==> config.mk <==
export PLATFORM = sky130hd
export DESIGN_NAME = eq_setb_regs
export DESIGN_NICKNAME = d
export VERILOG_FILES = /design/src/eq_setb_pkg.sv /design/src/eq_setb_regs.sv
export SDC_FILE = /design/constraint.sdc
export NUM_CORES = 1
export LEC_CHECK = 0
export BUFFER_PORTS_ARGS = -buffer_cell sky130_fd_sc_hd__clkbuf_2
export CAP_MARGIN = 20
export CORE_UTILIZATION = 52
export CTS_CLUSTER_SIZE = 10
export DETAILED_ROUTE_END_ITERATION = 16
export PLACE_DENSITY = 0.89
export SETUP_SLACK_MARGIN = 0.1
export SYNTH_ARGS = -nofsm -noshare
export SYNTH_HDL_FRONTEND = slang
export SYNTH_SLANG_ARGS = --single-unit
==> constraint.sdc <==
create_clock -name pclk -period 2 [get_ports pclk]
set_input_delay 0 -clock pclk [delete_from_list [all_inputs] [get_ports pclk]]
set_output_delay 0 -clock pclk [all_outputs]
set_load 0.1 [all_outputs]
==> src/eq_setb_pkg.sv <==
// Register map and field layout of the alternate set, second channel
package eq_setb_pkg;

  // Register count and APB geometry
  localparam int          NUM_REGS   = 12;
  localparam int          DATA_W     = 32;
  localparam int          REG_W      = 8;
  localparam int          NUM_TAPS   = 9;
  localparam int          GAIN_W     = 6;

  // Register indices; byte address is four times the index
  localparam logic [9:0]  IDX_TAP0   = 10'h060;
  localparam logic [9:0]  IDX_TAP1   = 10'h061;
  localparam logic [9:0]  IDX_TAP2   = 10'h062;
  localparam logic [9:0]  IDX_TAP3   = 10'h063;
  localparam logic [9:0]  IDX_TAP4   = 10'h064;
  localparam logic [9:0]  IDX_TAP5   = 10'h065;
  localparam logic [9:0]  IDX_TAP6   = 10'h066;
  localparam logic [9:0]  IDX_TAP7   = 10'h067;
  localparam logic [9:0]  IDX_TAP8   = 10'h068;
  localparam logic [9:0]  IDX_PREDRV = 10'h069;
  localparam logic [9:0]  IDX_OFS    = 10'h06A;
  localparam logic [9:0]  IDX_AGC    = 10'h06B;

  // Slot numbers inside the local array
  localparam logic [3:0]  SLOT_PREDRV = 4'h9;
  localparam logic [3:0]  SLOT_OFS    = 4'hA;
  localparam logic [3:0]  SLOT_AGC    = 4'hB;

  // Tap register fields
  localparam int          TAP_EN_BIT   = 7;
  localparam int          TAP_POS_BIT  = 6;
  localparam int          TAP_GAIN_MSB = 5;

  // Predriver, offset and amplitude fields
  localparam int          PRED_GAIN_MSB = 5;
  localparam int          OFS_AUTO_BIT  = 6;
  localparam int          OFS_SIGN_BIT  = 5;
  localparam int          OFS_MAG_MSB   = 4;
  localparam int          AGC_AMP_MSB   = 2;

  // Reset values; taps 5 to 8 share one
  localparam logic [7:0]  RST_TAP0   = 8'hC0;
  localparam logic [7:0]  RST_TAP1   = 8'h84;
  localparam logic [7:0]  RST_TAP2   = 8'hFF;
  localparam logic [7:0]  RST_TAP3   = 8'hA8;
  localparam logic [7:0]  RST_TAP4   = 8'h84;
  localparam logic [7:0]  RST_TAP5_8 = 8'hC0;
  localparam logic [7:0]  RST_PREDRV = 8'h3F;
  localparam logic [7:0]  RST_OFS    = 8'h40;
  localparam logic [7:0]  RST_AGC    = 8'h04;

  // Reset table indexed by slot
  localparam logic [7:0]  REG_RST [NUM_REGS] = '{
    RST_TAP0, RST_TAP1, RST_TAP2, RST_TAP3, RST_TAP4, RST_TAP5_8,
    RST_TAP5_8, RST_TAP5_8, RST_TAP5_8, RST_PREDRV, RST_OFS, RST_AGC
  };

endpackage : eq_setb_pkg

==> src/eq_setb_regs.sv <==
// Operation
// RULE_01 - Tap bit 7 enables the tap
// RULE_02 - Tap bit 6 one means positive
// RULE_03 - Tap bits 5:0 hold gain magnitude
// RULE_04 - Tap 2 resets enabled, positive, full
// RULE_05 - Tap 3 resets enabled, negative, 0x28
// RULE_06 - Tap 4 resets enabled, negative, four
// RULE_07 - Taps 5-8 reset enabled, positive, zero
// RULE_08 - Predriver gain 5:0, resets 0x3F
// RULE_09 - Offset bit 6 auto enable, resets one
// RULE_10 - Manual offset sign and magnitude reset zero
// RULE_11 - Amplitude bits 2:0 reset to 100
// RULE_12 - Taps 0 and 1 reset values
// RULE_13 - Software preserves factory bits by read-modify-write
`timescale 1ns/1ps
module eq_setb_regs
  import eq_setb_pkg::*;
#(
  parameter int ADDR_W = 12
) (
  input  wire logic                         pclk,
  input  wire logic                         presetn,
  input  wire logic                         psel,
  input  wire logic                         penable,
  input  wire logic                         pwrite,
  input  wire logic [ADDR_W-1:0]            paddr,
  input  wire logic [DATA_W-1:0]            pwdata,
  input  wire logic [3:0]                   pstrb,
  output logic                              pready,
  output logic [DATA_W-1:0]                 prdata,
  output logic                              pslverr,
  output logic [NUM_TAPS-1:0]               tap_en,
  output logic [NUM_TAPS-1:0]               tap_pos,
  output logic [NUM_TAPS*GAIN_W-1:0]        tap_gain,
  output logic [PRED_GAIN_MSB:0]            predrv_gain,
  output logic                              ofs_auto_en,
  output logic                              ofs_man_sign,
  output logic [OFS_MAG_MSB:0]              ofs_man_mag,
  output logic [AGC_AMP_MSB:0]              agc_amp
);

  // Register storage, one byte per slot
  logic [REG_W-1:0]    cfg_r [NUM_REGS];
  // Access handshake flops
  logic                pready_r;
  logic [DATA_W-1:0]   prdata_r;
  logic                pslverr_r;
  // Word index and decode
  logic [ADDR_W-3:0]   word_idx;
  logic                hit;
  logic [3:0]          slot;
  // Setup and completion strobes
  logic                setup_go;
  logic                done_go;
  logic                wr_go;

  // Address decode of the mapped window
  always_comb begin
    word_idx = paddr[ADDR_W-1:2];
    // Aligned words inside the index range only
    hit      = (paddr[1:0] == 2'b00) && (word_idx >= (ADDR_W-2)'(IDX_TAP0)) &&
               (word_idx <= (ADDR_W-2)'(IDX_AGC));
    // Slot is only meaningful while hit is high
    slot     = 4'(word_idx - (ADDR_W-2)'(IDX_TAP0));
  end

  // Phase strobes of the bus
  assign setup_go = psel && !penable;
  assign done_go  = psel && penable && pready_r;
  // Low byte lane must be strobed to write
  assign wr_go    = done_go && pwrite && hit && pstrb[0];

  // Ready for exactly the first access cycle
  always_ff @(posedge pclk or negedge presetn) begin
    if (!presetn) begin
      pready_r <= 1'b0;
    end else begin
      pready_r <= setup_go;
    end
  end

  // Error for unmapped or misaligned address
  always_ff @(posedge pclk or negedge presetn) begin
    if (!presetn) begin
      pslverr_r <= 1'b0;
    end else if (setup_go) begin
      pslverr_r <= !hit;
    end else begin
      pslverr_r <= 1'b0;
    end
  end

  // Read data captured in the setup cycle
  always_ff @(posedge pclk or negedge presetn) begin
    if (!presetn) begin
      prdata_r <= '0;
    end else if (setup_go && !pwrite && hit) begin
      // Narrow register in the low byte, upper bits zero
      prdata_r <= {{(DATA_W-REG_W){1'b0}}, cfg_r[slot]};
    end else begin
      prdata_r <= '0;
    end
  end

  // One process per register slot
  for (genvar i = 0; i < NUM_REGS; i++) begin : g_reg
    // RULE_04 reset value load
    // RULE_05 reset value load
    // RULE_06 reset value load
    // RULE_07 reset value load
    // RULE_12 reset value load
    always_ff @(posedge pclk or negedge presetn) begin
      if (!presetn) begin
        cfg_r[i] <= REG_RST[i];
      end else if (wr_go && (slot == 4'(i))) begin
        // Whole byte stored, factory bits included
        cfg_r[i] <= pwdata[REG_W-1:0];
      end
    end
  end

  // Tap fields fan out straight from storage
  for (genvar t = 0; t < NUM_TAPS; t++) begin : g_tap
    // RULE_01 enable bit out
    assign tap_en[t]  = cfg_r[t][TAP_EN_BIT];
    // RULE_02 polarity bit out
    assign tap_pos[t] = cfg_r[t][TAP_POS_BIT];
    // RULE_03 gain magnitude out
    assign tap_gain[t*GAIN_W +: GAIN_W] = cfg_r[t][TAP_GAIN_MSB:0];
  end

  // RULE_08 predriver gain field
  assign predrv_gain  = cfg_r[SLOT_PREDRV][PRED_GAIN_MSB:0];
  // RULE_09 automatic offset enable
  assign ofs_auto_en  = cfg_r[SLOT_OFS][OFS_AUTO_BIT];
  // RULE_10 manual offset fields
  assign ofs_man_sign = cfg_r[SLOT_OFS][OFS_SIGN_BIT];
  assign ofs_man_mag  = cfg_r[SLOT_OFS][OFS_MAG_MSB:0];
  // RULE_11 amplitude setting
  assign agc_amp      = cfg_r[SLOT_AGC][AGC_AMP_MSB:0];

  // Bus outputs from their flops
  assign pready  = pready_r;
  assign prdata  = prdata_r;
  assign pslverr = pslverr_r;

  // First cycle out of reset
  logic first_r;
  always_ff @(posedge pclk or negedge presetn) begin
    if (!presetn) begin
      first_r <= 1'b1;
    end else begin
      first_r <= 1'b0;
    end
  end

  // Notes on use
  // Factory bits are stored as written; software writes them back unchanged
  // Read data is taken in the setup cycle; no write lands before the access edge
  // Every access ends with zero wait states, refused ones included
  // Writes with lane 0 unstrobed are dropped without an error
  // Chained setups right after an access are accepted

  // Whole bank as one vector, for hold checks
  logic [NUM_REGS*REG_W-1:0] cfg_flat;
  for (genvar j = 0; j < NUM_REGS; j++) begin : g_flat
    // One byte lane per slot
    assign cfg_flat[j*REG_W +: REG_W] = cfg_r[j];
  end

  // Each slot changes only on its own write
  for (genvar s = 0; s < NUM_REGS; s++) begin : g_slot_chk

  end
endmodule : eq_setb_regs

Word level (Yosys, flattened, before mapping):

Cells that the tools add are included.

* flip-flop bits (word level): 130
* input bits: 53
* output and inout bits: 122

* add/sub/neg operators: 1
* magnitude comparators: 3
* equal/unequal tests: 11
* muxes and demuxes: 5
* bitwise logic cells: 1
* reductions and logical operators: 27

Operators by type and width (count)
* $bmux 8 s4: 1
* $mux 8: 3
* $logic_and 1x1->1: 22
* $eq 4x3->1 const B: 4
* $eq 4x4->1 const B: 4
* $ge 10x7->1 const B: 1
* $le 10x7->1 const B: 1
* $eq 4x2->1 const B: 2
* $ge 5x5->1 const B: 1
* $not 4->5: 1
* $eq 4x1->1 const B: 1
* $logic_not 4->1: 1
* $sub 4x1->4 const B: 1
* $logic_not 1->1: 3
* $logic_not 2->1: 1
* $mux 1: 1

Logic depth before layout (Yosys ltp):

Gate-level depths: netlist of the first run.

* depth after elaboration: 6
* gate-level depth with buffers: 6
* gate-level depth less buffers: 4

Worst setup path after synthesis of the first run:

OpenSTA, ideal clock, no wires.

* path type: register to register
* start: register pready_r, in the netlist pready
* end: register cfg_r, in the netlist tap_gain[0]
* data arrival time: 2.211 ns
* required time: 1.875 ns
* path slack: -0.336 ns
* cell stages (with the launch flop): 5
* buffers on the path: 0
* clock period less this slack: 2.336 ns
* cell sequence: dfrtp_1 > and4bb_2 > nand4_4 > nor3_2 > mux2_2

* longest elaborated chain between the ends: 5

RTL lines
* from (decl): line eq_setb_regs.sv:45 `logic pready_r;`
* from (signal assigned): line eq_setb_regs.sv:78 `pready_r <= setup_go;`
* $logic_and 1x1->1: line eq_setb_regs.sv:69 `assign done_go = psel && penable && pready_r;`
* $logic_and 1x1->1 (3 in a row): line eq_setb_regs.sv:71 `assign wr_go = done_go && pwrite && hit && pstrb[0];`
* $logic_and 1x1->1: line eq_setb_regs.sv:115 `end else if (wr_go && (slot == 4'(i))) begin`
* to (signal, indexed assignment): line eq_setb_regs.sv:114 `cfg_r[i] <= REG_RST[i];`
* to (signal, indexed assignment): line eq_setb_regs.sv:117 `cfg_r[i] <= pwdata[REG_W-1:0];`
* to (decl): line eq_setb_regs.sv:43 `logic [REG_W-1:0] cfg_r [NUM_REGS];`

Every way passes these cells.
A chain may end at the register's enable or synchronous reset.

Worst setup path in the final report of the first run:

* start: register pready_r, in the netlist pready
* end: register cfg_r, in the netlist tap_gain[1]

The elaborated chain is that of the path after synthesis.

==> results of run 1 <==
-- logic make-up (layout without fill, tap and decap cells) --
group,count (synthesis),in the layout,share of synthesized area
buffers and inverters,128,168,0.1614
multiplexers,134,134,0.3091
AO/OA/AOI/OAI,5,5,0.006156
other,1,24,0.0006589
flip-flops,106,106,0.4733
AND/OR/NAND/NOR,37,37,0.04946
-- routing by layer --
layer / global-route usage / vias to the layer above / routed length, um
li1: - / 1432 / -
met3: 0.03526 / 16 / 705
met4: 0.07828 / 0 / 196
met5: 0 / - / 0
met2: 0.3880 / 145 / 6311
met1: 0.2987 / 1703 / 5067
-- cells in the final DEF, fill, tap and decap left out --
cell and n:
nor3_4 3, clkbuf_2 122, a21oi_1 2, dfstp_2 33
nand4_4 1, or3_1 1, buf_4 19, nor2b_1 1
clkbuf_8 11, buf_12 5, and3_1 1, and4bb_2 2
nand3b_1 1, nor2_2 9, dfrtp_4 1, mux2i_1 7
o22ai_1 1, a211oi_1 1, clkinv_2 1, nand2_1 2
dlygate4sd3_1 5, bufinv_16 1, clkinv_4 2, and4b_1 2
a2111o_1 1, mux2_2 104, mux4_2 23, nor4_4 1
inv_6 1, nor2_1 8, dfrtp_1 72, conb_1 24
nand2b_1 3, nand4_1 2, inv_1 1
-- sequential cells by signal, indices dropped and copies added (netlist names), 3 cells and up --
| name | flops |
|---|---|
| prdata | 8 |
| tap_pos | 9 |
| cfg_flat | 8 |
| agc_amp | 3 |
| tap_en | 9 |
| predrv_gain | 6 |
| tap_gain | 54 |
| ofs_man_mag | 5 |
-- per-stage QoR --
| stage | power, W | hold slack (ps) |
|---|---|---|
| 6_report | 0.003954 | 60.39 |
| 5_1_grt | 0.004114 | 47.74 |
| 4_1_cts | 0.003994 | 28.48 |
| 3_5_place_dp | 0.002606 | 50.08 |
| 3_3_place_gp | 0.002598 | 32.95 |
| 2_1_floorplan | 0.002532 | -295.6 |
-- worst max-delay path, delay by kind of cell, from the launching register on --
kind,cells,cell delay (ps)
flip-flops,1,430
multiplexers,1,350
AND/OR/NAND/NOR,3,580
buffers and inverters,1,230
-- worst min path at each step --
| stage | start | endpoint | slack [ps] |
|---|---|---|---|
| 2_1_floorplan | presetn | agc_amp[0]$_DFFE_PN0P_ | -300 |
| 3_3_place_gp | presetn | ofs_man_mag[0]$_DFFE_PN0P_ | 30 |
| 3_5_place_dp | presetn | tap_gain[30]$_DFFE_PN0P_ | 50 |
| 4_1_cts | pwdata[2] | tap_gain[44]$_DFFE_PN0P_ | 30 |
| 5_1_grt | pwdata[2] | ofs_man_mag[2]$_DFFE_PN0P_ | 50 |
| 6_report | pwdata[1] | ofs_man_mag[1]$_DFFE_PN0P_ | 60 |
-- power by group through the flow --
stage          Clock, W  Combinational (W)  Sequential [W]
2_1_floorplan         0           0.000327         0.00221
3_3_place_gp          0           0.000409         0.00219
3_5_place_dp          0           0.000417         0.00219
4_1_cts         0.00142           0.000424         0.00215
5_1_grt         0.00152           0.000446         0.00215
6_report        0.00138           0.000422         0.00215
-- final cells by class --
| class | count | area [um^2] | area share |
|---|---|---|---|
| Multi-Input combinational cell | 200 | 2172 | 0.3526 |
| Timing Repair Buffer | 151 | 903.4 | 0.1467 |
| Clock inverter | 5 | 61.31 | 0.009953 |
| Clock buffer | 11 | 151.4 | 0.02458 |
| Sequential cell | 106 | 2698 | 0.4379 |
| Inverter | 1 | 3.754 | 0.0006094 |
| Tap cell | 136 | 170.2 | 0.02763 |
-- repair_timing --
item / in CTS / in global routing
buffers inserted: 0 / 2
endpoints found under the hold margin: 38 / 0
setup endpoints to repair: 0 / 37
hold buffers: 5 / 0
==> flow_summary_export.csv, run 1 <==
group,metric,value,unit
power,power.density,641.9,nW/um^2
synth,synth-edff-count,0,
power,pwr-share-clk,0.350,
setup_path,reg2reg_from,"pready$_DFF_PN0_",
global_routing,grt.total_usage,0.2281,
setup_path,r2r-end,"tap_gain[1]$_DFFE_PN0P_",
power,netSwitchingFraction,0.2726,
timing,fin_crit,1700,ps
power,switching_power,0.001078,W
hold_path,min_path_cells,2,
setup_path,crit_arrival,1950,ps
clocking,htreeDepth,3,
layout,num-fill-cells,862,
clocking,clock-root-buffer,"clkbuf_8",
floorplan,ios,175,
setup_path,crit_path_max_fanout,8,
synth,yosysWarnings,0,
global_routing,grt_overflow,0,
timing,hold_violations,0,
synth,ys_top_cells_by_area,"dfrtp_1 32%, mux2_2 21%, dfstp_2 15%",
clocking,cts_buffers,9,
global_routing,grt_max_degree,47,
synth,synthArstFlopShare,1.000,
routing,detailedRoute.firstIterationViolations,129,
status,outcome,"completed",
hold_path,hold_class,"input pin to flop",
clocking,clkLatencyLatePin,360,ps
clocking,cts_tree,"done",
synth,yosysTopAreaCell,"dfrtp_1",
power,p_comb_frac,0.107,
power,ir_worst_vdd,0.2846,mV
setup_path,slowest_stage,"dfrtp_4",
timing,tightestPinTransition,593.5,ps
routing,routed_wl,12.28,mm
timing,setup-tns-final,0,ps
synth,synth.ff_latch_count,106,
layout,drive_gt1_frac,0.7152,
run,max_cap_violations,0,
synth,netlist_instances,411,
floorplan,fp.coreArea,10460,um^2
layout,n_antenna_cell,0,
timing,finalCritPeriodShare,0.8501,
power,power_frac_seq,0.544,
routing,vias,3296,
setup_path,startpoint,"pready$_DFF_PN0_",
routing,via_per_inst,5.403,
global_routing,grt_pass1_wl,19.04,mm
layout,syn_to_final_growth,8.222,%
routing,drc,0,
placed_design,hpwl,8.858,mm
setup_path,endpoint,"tap_gain[1]$_DFFE_PN0P_",
setup_path,cp_data_required_time,2250,ps
setup_path,rrSetupSlack,300,ps
synth,ys_top_cells_by_count,"110 x buf_4, 104 x mux2_2, 73 x dfrtp_1",
power,p_int,0.002876,W
placed_design,place_inst,587,
setup_path,crit_path_start_kind,"flop",
routing,first_pass_iters,4,
floorplan,fp-row-count,37,
setup_path,crit_chain,"and4bb_2, nand4_4, nor3_4, buf_4, mux2_2",
layout,final_util,0.5887,
placed_design,pre_cts_slack,163.7,ps
floorplan,die_area,11370,um^2
clocking,cts_resized,0,
layout,finalInstanceArea,6160,um^2
synth,synth.avg_cell_area,13.85,um^2
setup_path,slowest_delay,430,ps
timing,fmax,588.2,MHz
routing,ant_nets,0,
placed_design,place_area,5882,um^2
clocking,clockBufferDepth,2,
floorplan,start_util,0.5440,
floorplan,fp.dieH,106.6,um
setup_path,setup.worst_path.class,"flop to flop",
layout,fin_nets,522,
synth,ys_types,31,
routing,wl_per_cell,20.13,um
synth,syn_area,5692,um^2
timing,skew,10.02,ps
synth,synth-main-ff-cell,"dfrtp_1",
placed_design,port_buffers,123,
global_routing,antenna_found_initial,0,
synth,yosysSeqAreaShare,0.4733,
clocking,clock_sinks,106,
placed_design,globalplace.congestion,0.8335,
global_routing,grt_pass1_vias,3345,
timing,drv_slew,0,
timing,worst_slack,299.8,ps
timing,setup_violations,0,
setup_path,crit_path_end_kind,"flop",
clocking,path_clk_slew,100,ps
synth,yosysTopAreaCellShare,0.3209,
layout,final_cells,610,
setup_path,worstRegToRegCells,5,
floorplan,die_width,106.6,um
timing,rsz0062_at_grt,"no",
timing,slew_headroom,0.6043,
synth,synth.most_common_cell,"buf_4",
power,leakage,3.099,nW
Power figures use the tool's default switching activity.
==> run 2: changes to the inputs <==
==> config.mk (replaced) <==
export PLATFORM = sky130hd
export DESIGN_NAME = eq_setb_regs
export DESIGN_NICKNAME = d
export VERILOG_FILES = /design/src/eq_setb_pkg.sv /design/src/eq_setb_regs.sv
export SDC_FILE = /design/constraint.sdc
export NUM_CORES = 1
export LEC_CHECK = 0
export CORE_UTILIZATION = 55
export CTS_CLUSTER_SIZE = 10
export DETAILED_ROUTE_END_ITERATION = 16
export DONT_BUFFER_PORTS = 1
export PLACE_DENSITY = 0.78
export SETUP_SLACK_MARGIN = 0.1
export SYNTH_ARGS = -nofsm -noshare
export SYNTH_HDL_FRONTEND = slang
export SYNTH_SLANG_ARGS = --single-unit
==> flow_summary_export.csv, run 2 (same netlist as run 1, synthesis figures left out) <==
group,metric,value,unit
setup_path,crit_path_max_fanout,8,
timing,skew,15.05,ps
power,power.density,627.1,nW/um^2
global_routing,grt_pass1_wl,20.15,mm
floorplan,fp.coreArea,9910,um^2
status,outcome,"complete, but fails checks",
routing,first_pass_iters,4,
routing,wl_per_cell,21.88,um
placed_design,pre_cts_slack,196.5,ps
global_routing,grt.total_usage,0.2518,
timing,worst_slack,215.3,ps
clocking,clkLatencyLatePin,370,ps
timing,hold_slack,-690.8,ps
clocking,clock-root-buffer,"clkbuf_8",
routing,drc,0,
timing,rsz0062_at_grt,"no",
layout,fin_nets,502,
power,switching_power,0.0009949,W
layout,drive_gt1_frac,0.6674,
clocking,clockBufferDepth,2,
run,max_cap_violations,0,
floorplan,start_util,0.5744,
clocking,clock_sinks,106,
power,p_comb_frac,0.081,
global_routing,antenna_found_initial,0,
floorplan,die_width,103.7,um
timing,setup_violations,0,
floorplan,fp-row-count,36,
global_routing,grt_pass1_vias,3528,
floorplan,die_area,10760,um^2
power,leakage,3.071,nW
hold_path,hold_class,"input pin to async pin",
routing,routed_wl,12.84,mm
setup_path,slowest_delay,580,ps
timing,slew_headroom,0.4172,
timing,finalCritPeriodShare,0.8924,
layout,largest_reg_flops,54,
timing,setup-tns-final,0,ps
setup_path,crit_path_start_kind,"input pin",
timing,tightestPinTransition,874.8,ps
setup_path,crit_arrival,2030,ps
clocking,htreeDepth,3,
power,ir_worst_vdd,0.5283,mV
power,power_frac_seq,0.547,
timing,fin_crit,1785,ps
clocking,cts_tree,"done",
timing,hold_violations,106,
power,p_int,0.002951,W
setup_path,setup.worst_path.class,"input pin to flop",
clocking,cts_buffers,9,
setup_path,crit_path_end_kind,"flop",
floorplan,fp.dieH,103.7,um
placed_design,hpwl,8.498,mm
layout,syn_to_final_growth,10.55,%
clocking,ctsHoldBuffers,19,
timing,fmax,560.3,MHz
layout,n_antenna_cell,0,
layout,layout_commonest_cell,"buf_4",
power,netSwitchingFraction,0.2521,
routing,detailedRoute.firstIterationViolations,87,
setup_path,slowest_stage,"dlygate4sd3_1",
placed_design,port_buffers,0,
setup_path,crit_chain,"dlygate4sd3_1, nor4_4, nand4_1, buf_4, nor3_4, buf_4, mux2_2",
timing,drv_slew,0,
setup_path,cpMostUsedCell,"buf_4",
floorplan,ios,175,
routing,vias,3212,
placed_design,globalplace.congestion,0.7677,
global_routing,grt_overflow,0,
routing,ant_nets,0,
power,pwr-share-clk,0.372,
setup_path,cp_data_required_time,2250,ps
status,violations,"hold timing",
clocking,path_clk_slew,110,ps
layout,final_cell_mix,"112 x buf_4, 104 x mux2_2, 72 x dfrtp_1, 33 x dfstp_2, 24 x conb_1",
global_routing,grt_max_degree,107,
routing,via_per_inst,5.472,
run 2: what timing repair did:
action | CTS | global route
resized for setup | 0 | 0
hold endpoints to repair | 212 | 106
buffers inserted | 0 | 2
endpoints found under the setup margin | 0 | 54
run 2: worst paths after layout:
kind                                          start                    endpoint  slack (ps)  depth (start not counted)
setup / recovery                           paddr[1]    tap_gain[25]$_DFFE_PN0P_         220                          7
hold / removal                              presetn  ofs_man_mag[0]$_DFFE_PN0P_        -690                          0
setup reg to reg                   pready$_DFF_PN0_    tap_gain[25]$_DFFE_PN0P_         300                          6
hold reg to reg            cfg_flat[91]$_DFFE_PN0P_    cfg_flat[91]$_DFFE_PN0P_         520                          1
max in group asynchronous                   presetn     tap_gain[8]$_DFFE_PN1P_        2380                          0
min in group pclk                          paddr[2]         prdata[6]$_DFF_PN0_          20                          3
run 2: layer usage:
layer	vias up	wire, um	GRT usage
met4	0	203	0.07959
met1	1671	5198	0.3149
met3	13	869	0.06608
li1	1396	-	-
met5	-	0	0
met2	132	6570	0.4281
run 2: power groups by stage:
stage	clock, W	sequential [W]	combinational (W)
finish	0.00147	0.00216	0.000321
global route	0.00158	0.00216	0.000329
CTS	0.00150	0.00216	0.000319
detailed placement	0	0.00220	0.000250
global placement	0	0.00220	0.000250
floorplan	0	0.00221	0.000327
run 2: per-stage QoR:
step | instance area [um^2] | hold slack (ps) | util | cells | total power, W
2_1_floorplan | 5788 | -295.6 | - | 434 | 0.002532
5_1_grt | 6292 | -712.1 | 0.6350 | 587 | 0.004069
4_1_cts | 6277 | -704.6 | 0.6335 | 585 | 0.003977
6_report | 6292 | -690.8 | 0.6350 | 587 | 0.003946
3_3_place_gp | 5866 | -292.0 | 0.5919 | 550 | 0.002447
3_5_place_dp | 5866 | -292.8 | 0.5919 | 550 | 0.002447
run 2: final cells by class:
cell class / instances / area (um^2)
well taps: 133 / 166.4
flip-flops and latches: 106 / 2698
clock inverters: 4 / 76.32
clock buffers: 12 / 145.1
repair buffers: 131 / 1031
multi-input cells: 200 / 2172
inverters: 1 / 3.754
fillers: 768 / 3617
run 2: worst max-delay path, delay by kind of cell:
kind,cells,cell delay (ps)
mux,1,350
buf+inv,3,1000
simple gates,3,690
